`src/xpd_pkg.sv`:
```
// constants for the xor and port direction execution unit
// assumes an 8-bit accumulator datapath and a 128-entry file space
package xpd_pkg;
  localparam int DATA_W = 8;
  localparam int FADDR_W = 7;
  localparam int FILE_DEPTH = 128;
  localparam logic [2:0] PORT_A_SEL = 3'h5;
  localparam logic [2:0] PORT_B_SEL = 3'h6;
  localparam logic [2:0] PORT_C_SEL = 3'h7;
  localparam logic [7:0] ACC_RESET = 8'h00;
  localparam logic [7:0] DIR_RESET = 8'hFF;
  localparam logic DEST_ACC = 1'b0;
  localparam logic DEST_FILE = 1'b1;
  typedef enum logic [1:0] {
    XPD_OP_NONE,
    XPD_OP_DIR_LOAD,
    XPD_OP_XOR_LIT,
    XPD_OP_XOR_FILE
  } xpd_op_t;
endpackage : xpd_pkg

```
`src/xpd_file_if.sv`:
```
// port between the execution unit and its file register memory
// assumes a single clock shared by both ends
`timescale 1ns/10ps
interface xpd_file_if;
  logic [6:0] rdAddr;
  logic [7:0] rdData;
  logic wrEn;
  logic [6:0] wrAddr;
  logic [7:0] wrData;
  modport core (output rdAddr, input rdData, output wrEn, output wrAddr, output wrData);
  modport mem (input rdAddr, output rdData, input wrEn, input wrAddr, input wrData);
endinterface : xpd_file_if

```
`src/xpd_exec.sv`:
```
// execution unit for port direction load and the two xor instructions
// assumes decode holds opValid/op/operands for one cycle per instruction
`timescale 1ns/10ps
// Overview of operation
// - port direction load takes operand 5, 6 or 7 and copies the accumulator to port a, b or c direction, flags untouched.
// - literal xor puts accumulator xor an 8-bit immediate into the accumulator and touches only the zero flag.
// - file xor combines the accumulator with file register 0..127 and touches only the zero flag.
// - with destination 0 the file xor result goes to the accumulator and the file register is kept.
// - with destination 1 the file xor result goes to the file register and the accumulator is kept.
// - literal xor accepts any immediate 0..255 and always writes the accumulator, ignoring destination.
module xpd_exec (
  // clock and reset
  input wire logic sys_clk,
  input wire logic rst_n,
  // decoded instruction
  input wire logic opValid,
  input wire xpd_pkg::xpd_op_t op,
  input wire logic [7:0] literal,
  input wire logic [6:0] fileAddr,
  input wire logic destBit,
  output logic busy,
  // architectural state
  output logic [7:0] acc,
  output logic zeroFlag,
  output logic [7:0] portADirection,
  output logic [7:0] portBDirection,
  output logic [7:0] portCDirection
);
  typedef enum logic {XPD_IDLE, XPD_FETCH} xpd_state_t;

  // number of direction registers built by the generate loop
  localparam int DIR_CNT = 3;

  xpd_state_t state_r;
  logic [6:0] addr_r;
  logic dest_r;
  logic [7:0] acc_r;
  logic zero_r;
  logic [7:0] fileRes;
  logic [7:0] litRes;
  logic taken;
  logic litDo;
  logic dirDo;
  logic fileDo;
  logic fileDone;
  logic fileToAcc;
  logic fileToMem;

  // whole operand compared, so values above 7 cannot alias onto a port
  function automatic logic dirHit(input logic [6:0] operand, input logic [2:0] sel);
    dirHit = (operand == {4'h0, sel});
  endfunction : dirHit

  // loop index to the operand value of each direction register
  function automatic logic [2:0] dirSel(input int idx);
    case (idx)
      0: dirSel = xpd_pkg::PORT_A_SEL;
      1: dirSel = xpd_pkg::PORT_B_SEL;
      default: dirSel = xpd_pkg::PORT_C_SEL;
    endcase
  endfunction : dirSel

  // shared by both xor flavours
  function automatic logic isZero(input logic [7:0] value);
    isZero = (value == 8'h00);
  endfunction : isZero

  // file register memory behind its own interface
  xpd_file_if fport ();

  xpd_file_mem u_mem (
    .sys_clk(sys_clk),
    .port(fport)
  );

  // an instruction is taken only while no file read is in flight
  assign busy = (state_r == XPD_FETCH);
  assign taken = opValid && !busy;
  assign litDo = taken && (op == xpd_pkg::XPD_OP_XOR_LIT);
  assign dirDo = taken && (op == xpd_pkg::XPD_OP_DIR_LOAD);
  assign fileDo = taken && (op == xpd_pkg::XPD_OP_XOR_FILE);
  assign fileDone = (state_r == XPD_FETCH);
  assign fileToAcc = fileDone && (dest_r == xpd_pkg::DEST_ACC);
  assign fileToMem = fileDone && (dest_r == xpd_pkg::DEST_FILE);

  // results of the two xor flavours
  assign litRes = acc_r ^ literal;
  assign fileRes = acc_r ^ fport.rdData;

  // read address goes straight in; the memory registers it for one cycle
  assign fport.rdAddr = fileAddr;

  // sequencer: a file xor costs one extra cycle for the registered read
  always_ff @(posedge sys_clk or negedge rst_n)
  begin
    if (!rst_n)
    begin
      state_r <= XPD_IDLE;
    end
    else
    begin
      case (state_r)
        XPD_IDLE:
        begin
          if (fileDo)
          begin
            state_r <= XPD_FETCH;
          end
        end
        XPD_FETCH:
        begin
          state_r <= XPD_IDLE;
        end
        default:
        begin
          state_r <= XPD_IDLE;
        end
      endcase
    end
  end

  // write-back address, held while the read completes
  always_ff @(posedge sys_clk or negedge rst_n)
  begin
    if (!rst_n)
    begin
      addr_r <= 7'h00;
    end
    else if (fileDo)
    begin
      addr_r <= fileAddr;
    end
  end

  // destination choice, held with the address
  always_ff @(posedge sys_clk or negedge rst_n)
  begin
    if (!rst_n)
    begin
      dest_r <= xpd_pkg::DEST_ACC;
    end
    else if (fileDo)
    begin
      dest_r <= destBit;
    end
  end

  // accumulator write paths; cannot collide, litDo is blocked while busy
  always_ff @(posedge sys_clk or negedge rst_n)
  begin
    if (!rst_n)
    begin
      acc_r <= xpd_pkg::ACC_RESET;
    end
    else if (litDo)
    begin
      acc_r <= litRes;
    end
    else if (fileToAcc)
    begin
      acc_r <= fileRes;
    end
  end

  // zero flag, only the xors touch it
  always_ff @(posedge sys_clk or negedge rst_n)
  begin
    if (!rst_n)
    begin
      zero_r <= 1'b0;
    end
    else if (litDo)
    begin
      zero_r <= isZero(litRes);
    end
    else if (fileDone)
    begin
      zero_r <= isZero(fileRes);
    end
  end

  // file write back; memory written only on destination 1
  assign fport.wrEn = fileToMem;
  assign fport.wrAddr = addr_r;
  assign fport.wrData = fileRes;

  // one direction register per port; other operands leave all alone
  genvar gi;
  generate
    for (gi = 0; gi < DIR_CNT; gi++)
    begin : g_dir
      logic [7:0] dirQ_r;

      always_ff @(posedge sys_clk or negedge rst_n)
      begin
        if (!rst_n)
        begin
          dirQ_r <= xpd_pkg::DIR_RESET;
        end
        else if (dirDo && dirHit(fileAddr, dirSel(gi)))
        begin
          dirQ_r <= acc_r;
        end
      end
    end
  endgenerate

  // architectural outputs straight from their flip-flops
  assign acc = acc_r;
  assign zeroFlag = zero_r;
  assign portADirection = g_dir[0].dirQ_r;
  assign portBDirection = g_dir[1].dirQ_r;
  assign portCDirection = g_dir[2].dirQ_r;
endmodule : xpd_exec

```
`src/xpd_file_mem.sv`:
```
// file register memory, 128 x 8, registered read port
// assumes the read address is presented one cycle before data is used
`timescale 1ns/10ps
module xpd_file_mem (
  // clock
  input wire logic sys_clk,
  // access
  xpd_file_if.mem port
);
  logic [7:0] mem [xpd_pkg::FILE_DEPTH];

  // contents start at zero so a file xor never combines with an unknown
  initial
  begin
    for (int i = 0; i < xpd_pkg::FILE_DEPTH; i++)
    begin
      mem[i] = 8'h00;
    end
  end

  always_ff @(posedge sys_clk)
  begin
    if (port.wrEn)
    begin
      mem[port.wrAddr] <= port.wrData;
    end
  end

  always_ff @(posedge sys_clk)
  begin
    port.rdData <= mem[port.rdAddr];
  end
endmodule : xpd_file_mem

```
`config.mk`:
```
export PLATFORM = sky130hd
export DESIGN_NAME = xpd_exec
export DESIGN_NICKNAME = d
export VERILOG_FILES = /design/src/xpd_pkg.sv /design/src/xpd_file_if.sv /design/src/xpd_exec.sv /design/src/xpd_file_mem.sv
export SDC_FILE = /design/constraint.sdc
export NUM_CORES = 1
export LEC_CHECK = 0
export BUFFER_PORTS_ARGS = -buffer_cell sky130_fd_sc_hd__buf_2
export CAP_MARGIN = 15
export CORE_ASPECT_RATIO = 0.75
export CORE_UTILIZATION = 35
export DETAILED_ROUTE_END_ITERATION = 6
export PLACE_DENSITY = 0.59
export SETUP_SLACK_MARGIN = 0.3
export SYNTH_ARGS = -nofsm -noshare
export SYNTH_HDL_FRONTEND = slang
export SYNTH_SLANG_ARGS = --single-unit
```
`constraint.sdc`:
```
create_clock -name sys_clk -period 4.9 [get_ports sys_clk]
set_input_delay 0.98 -clock sys_clk [delete_from_list [all_inputs] [get_ports sys_clk]]
set_output_delay 0.98 -clock sys_clk [all_outputs]
set_load 0.02 [all_outputs]
```
==> results_dict.tcl, run 1 <==
set metrics [dict create \
    ir_drop_uv 380 \
    clk_latency_ns 0.72 \
    postLayoutCoreUtil_pct 40.3 \
    design_area_um2 47900 \
    leakagePower_nw 15.3 \
    placed_area_um2 44500 \
    status "finished clean" \
    gr-usage-met2_pct 24.6 \
    use_met3_pct 5.65 \
    skew_ns 0.0435 \
    hold_path.class "in2async" \
    drive_above_1_share_pct 23.6 \
    gr-max-usage-layer "met1" \
    path_clk_slew_ns 0.07 \
    tightestPinTransition_ns 1.14 \
    cp.arrival_ns 4.02 \
    drc 0 \
    post-route-min-period_ns 3.42 \
    max_slew_margin_pct 24.2 \
    die_h_um 303 \
    period_share_pct 69.7 \
    cp_cell_sequence "buf_4 > buf_4 > mux4_2 > a22o_1 > a2111oi_1 > nor3_1 > nor3_1 > nor3_1" \
    placed_cells 3720 \
    stdcell_count 3917 \
    area_growth_syn_to_layout_pct 13.4 \
    drtPass1Iterations 5 \
    layout_common_cells "edfxtp_1, mux4_2, mux2i_1" \
    finalSetupViolCount 0 \
    netlist_area_um2 42200 \
    hold_viol_final 0 \
    cts_max_level 3 \
    grt_pass1_vias 21000 \
    final_nets 2238 \
    max_cap_violations 0 \
    required_ns 5.51 \
    gp_congestion 0.870 \
    grtUsageMet1_pct 25.7 \
    cts.sinks 1074 \
    synthArstFlopShare_pct 3.91 \
    die-area_um2 122000 \
    vias 21200 \
    cts_tree "done" \
    crit_path_max_fanout 59 \
    crit_slowest_cell "buf_4" \
    die_x_um 403 \
    vias_per_cell 5.42 \
    synthCells 2102 \
    grt_setup_unrepaired "no" \
    powerDensity_nw_per_um2 481 \
    ys_warn_count 0 \
    ios 55 \
    seq_area_frac_synth_pct 75.8 \
    cts_buffers 103 \
    place_hpwl_um 67900 \
    ctsHoldBuffers 0 \
    track_usage_pct 17.3 \
    synth-main-ff-cell "edfxtp_1" \
    hold_ws_ns 0.397 \
    syn_nets 2123 \
    wl_per_cell_um 26.9 \
    fmax_mhz 293 \
    post_cts_resized 0 \
    clockRootBuffer "clkbuf_16" \
    grt_overflow_total 0 \
    start_util_pct 35.5 \
    crit_path_end_kind "flop" \
    std_cell_rows 109 \
    cpPeakStageDelay_ns 0.79 \
    final_common_cell "edfxtp_1" \
    slew_viol_final 0 \
    core_area_um2 119000 \
    routed_wl_um 105000 \
    port_buffers 54 \
    worstSetupStartpointType "input pin" \
    grt_max_degree 98 \
    post_cts_buffers 0 \
    syn_area_per_cell_um2 20.1 \
    ant_nets 0 \
    timing.critical_path.mode_cell "nor3_1" \
    ys_ff_latch 1074 \
    grt_pass1_wl_um 152000 \
    clock_path_buffers 3 \
    grt_antenna_before_repair 5 \
    drt-initial-drc-count 2351 \
    synth.distinct_cells 63 \
    criticalPathCategory "in2reg" \
    synth-edff-count 1024 \
    setup_tns_ns 0 \
]
-- final cells by class --
class	instances	area, um^2
Fill cell	10400	70900
Tap cell	1609	2010
Antenna cell	2	5.00
Sequential cell	1074	32000
Inverter	7	26.3
Clock buffer	123	2700
Timing Repair Buffer	135	997
Multi-Input combinational cell	896	9460
Clock inverter	71	687
-- flip-flops by register name, summed over array words and instances, names as in the netlist --
register / flops
acc: 8
addr_r: 7
busy: 1
dest_r: 1
portADirection: 8
portBDirection: 8
portCDirection: 8
u_mem.mem: 1024
u_mem.port.rdData: 8
zeroFlag: 1
-- power breakdown --
group / internal [mW] / switching (mW)
Combinational: 0.565 / 2.45
Clock: 4.45 / 3.50
Sequential: 11.9 / 0.202
Total: 16.9 / 6.15
-- layer usage --
layer	part of all wire (%)	wire, um
met1	45	47100
met2	44	46000
met3	9.9	10400
met4	1.8	1870
met5	0.010	11
-- stage by stage --
step / setup WS [ns] / power [mW]
2_1_floorplan: 1.53 / 13.9
3_3_place_gp: 0.795 / 15.2
3_5_place_dp: 0.853 / 15.3
4_1_cts: 1.50 / 23.2
5_1_grt: 1.45 / 23.7
6_report: 1.48 / 23.0
-- final timing paths --
kind                               startpoint  depth (start not counted)  slack (ns)                       endpoint
hold / removal                          rst_n                          1        0.40  portADirection[6]$_DFFE_PN1P_
setup / recovery                  fileAddr[1]                          8        1.48   u_mem.port.rdData[7]$_DFF_P_
min in group sys_clk                  destBit                          2        0.52             dest_r$_DFFE_PN0N_
max in group asynchronous               rst_n                          2        4.20  portBDirection[4]$_DFFE_PN1P_
setup reg to reg               busy$_DFF_PN0_                          4        1.53     u_mem.mem[61][1]$_DFFE_PP_
hold reg to reg            dest_r$_DFFE_PN0N_                          1        0.57             dest_r$_DFFE_PN0N_
-- Yosys cell counts (all sizes together), types with 8 or more instances --
master | count | area [um^2]
a2111oi | 15 | 200
a211oi | 9 | 77.6
a21oi | 28 | 140
a22o | 16 | 140
a22oi | 16 | 120
buf | 82 | 737
clkbuf | 43 | 161
dfrtp | 18 | 450
dfstp | 24 | 631
dfxtp | 8 | 160
edfxtp | 1024 | 30700
mux2 | 29 | 327
mux2i | 163 | 1630
mux4 | 193 | 4380
nand2 | 40 | 150
nand3 | 13 | 65.1
nor2 | 160 | 611
nor2b | 8 | 50.1
nor3 | 27 | 135
o21ai | 20 | 100
o221ai | 15 | 131
o22ai | 63 | 394
xnor2 | 8 | 70.1
xor2 | 16 | 140
-- logic make-up after synthesis --
group           count (synthesis)  share of synthesized area [%]
mux                           385                           15.0
simple gates                  280                           2.95
xor+xnor                       24                          0.498
flops                        1074                           75.8
compound gates                207                           3.60
buf+inv                       132                           2.19
-- critical path: cells and delay by family --
family                 cells  cell delay, ns
buffers and inverters      2            1.16
AO/OA/AOI/OAI              2            0.85
AND/OR/NAND/NOR            3            0.50
multiplexers               1            0.43
(Power assumes the default switching activity.)
==> run 2: changes to the inputs <==
==> constraint.sdc (replaced) <==
create_clock -name sys_clk -period 2.8 [get_ports sys_clk]
set_input_delay 0.56 -clock sys_clk [delete_from_list [all_inputs] [get_ports sys_clk]]
set_output_delay 0.56 -clock sys_clk [all_outputs]
set_load 0.02 [all_outputs]
==> results_dict.tcl, run 2 (same netlist as run 1, synthesis figures left out) <==
set metrics [dict create \
    p_comb_share_pct 14.1 \
    grtUsageMet1_pct 24.9 \
    regMostFlops "u_mem.mem" \
    finalSetupViolCount 0 \
    crit_path_max_fanout 16 \
    grt_pass1_vias 22100 \
    port_buffers 54 \
    skew_ns 0.0285 \
    area_growth_syn_to_layout_pct 18.2 \
    grt_overflow_total 0 \
    hold_viol_final 0 \
    internal_power_mw 29.7 \
    cts_tree "done" \
    p_seq_share_pct 52.3 \
    gp_congestion 0.853 \
    ir_drop_uv 1720 \
    clk_latency_ns 0.69 \
    drive_above_1_share_pct 30.8 \
    hold_ws_ns 0.102 \
    ant_nets 0 \
    final_common_cell "edfxtp_1" \
    max_slew_margin_pct 44.9 \
    worst_r2r_path_depth 5 \
    die-area_um2 122000 \
    hold_path.class "in2reg" \
    crit_path_end_kind "flop" \
    routed_wl_um 105000 \
    layout_common_cells "edfxtp_1, buf_4, mux4_2" \
    drt-initial-drc-count 2480 \
    gr-usage-met2_pct 24.8 \
    post_cts_buffers 0 \
    gr-max-usage-layer "met1" \
    grt_antenna_before_repair 6 \
    use_met3_pct 5.49 \
    switching_power_mw 10.6 \
    largest_register_ffs 1024 \
    status "finished clean" \
    switching_share_pct 26.3 \
    diodes 0 \
    wl_per_cell_um 25.2 \
    cts_max_level 3 \
    cp.arrival_ns 2.95 \
    tightestPinTransition_ns 0.818 \
    drtPass1Iterations 5 \
    post-route-min-period_ns 2.39 \
    leakagePower_nw 16.6 \
    powerDensity_nw_per_um2 806 \
    clockRootBuffer "clkbuf_16" \
    postLayoutCoreUtil_pct 42.0 \
    start_util_pct 35.5 \
    worstSetupStartpointType "input pin" \
    drc 0 \
    path_clk_slew_ns 0.06 \
    clockPowerShare_pct 33.6 \
    cts.sinks 1074 \
    grt_setup_unrepaired "no" \
    grt_pass1_wl_um 151000 \
    die_h_um 303 \
    grt_max_degree 130 \
    vias_per_cell 5.26 \
    max_cap_violations 0 \
    period_share_pct 85.5 \
    std_cell_rows 109 \
    place_hpwl_um 67600 \
    track_usage_pct 17.1 \
    cts_buffers 98 \
    ios 55 \
    slew_viol_final 0 \
    die_x_um 403 \
    core_area_um2 119000 \
    required_ns 3.36 \
    final_nets 2481 \
    clock_path_buffers 3 \
    fmax_mhz 418 \
    min_path_cells 2 \
    criticalPathCategory "in2reg" \
    vias 21800 \
]
## run 2: layer usage
layer | wire length (um) | vias up | part of all wire [%]
met5 | 12 | - | 0.011
met4 | 2000 | 2 | 1.9
met3 | 11100 | 136 | 11
met2 | 45600 | 911 | 44
met1 | 46100 | 11400 | 44
li1 | - | 9347 | -
## run 2: final cells by class
type | count | area (um^2)
repair buffers | 383 | 3190
flip-flops and latches | 1074 | 32000
multi-input cells | 896 | 9480
clock buffers | 122 | 2600
clock inverters | 61 | 622
inverters | 7 | 26.3
well taps | 1609 | 2010
fillers | 10200 | 68900
## run 2: worst max-delay path, stage by stage
cell	delay, ns
buf_8	0.21
buf_12	0.20
buf_4	0.17
buf_12	0.16
buf_4	0.13
mux2i_1	0.20
o22ai_1	0.13
o31ai_1	0.49
a21oi_1	0.15
a22oi_2	0.34
o22ai_1	0.16
## run 2: what timing repair did
action	CTS	global route
hold buffers	1	0
setup endpoints to repair	0	31
gates resized for setup	0	6
hold endpoints to repair	4	0
## run 2: path summary, 6_finish.rpt
check / slack, ns / from / endpoint
worst max-delay path: 0.41 / fileAddr[0] / u_mem.port.rdData[2]$_DFF_P_
worst min-delay path: 0.10 / destBit / dest_r$_DFFE_PN0N_
worst max register to register: 0.47 / addr_r[2]$_DFFE_PN0N_ / u_mem.mem[44][1]$_DFFE_PP_
worst min register to register: 0.58 / dest_r$_DFFE_PN0N_ / dest_r$_DFFE_PN0N_
max in group asynchronous: 1.62 / rst_n / portADirection[7]$_DFFE_PN1P_
min in group asynchronous: 0.44 / rst_n / acc[6]$_DFFE_PN0P_
## run 2: through the flow
stage                     setup TNS, ns  worst slack, ns  power, mW  area [um^2]  cells
final                                 0            0.407       40.3        49900   4152
after global routing                  0            0.310       41.5        49900   4152
after CTS                             0            0.360       40.6        49900   4152
after detailed placement          -1.53           -0.375       27.2        46700   3968
after global placement            -1.61           -0.342       26.8        46700   3968
after floorplan                       0            0.301       24.2        42400   2102
## run 2: power groups by stage
stage	clock, mW	sequential [mW]	combinational [mW]
finish	13.5	21.1	5.67
global route	14.3	21.1	6.09
CTS	13.8	21.1	5.74
detailed placement	0	21.4	5.75
global placement	0	21.4	5.47
floorplan	0	21.4	2.82
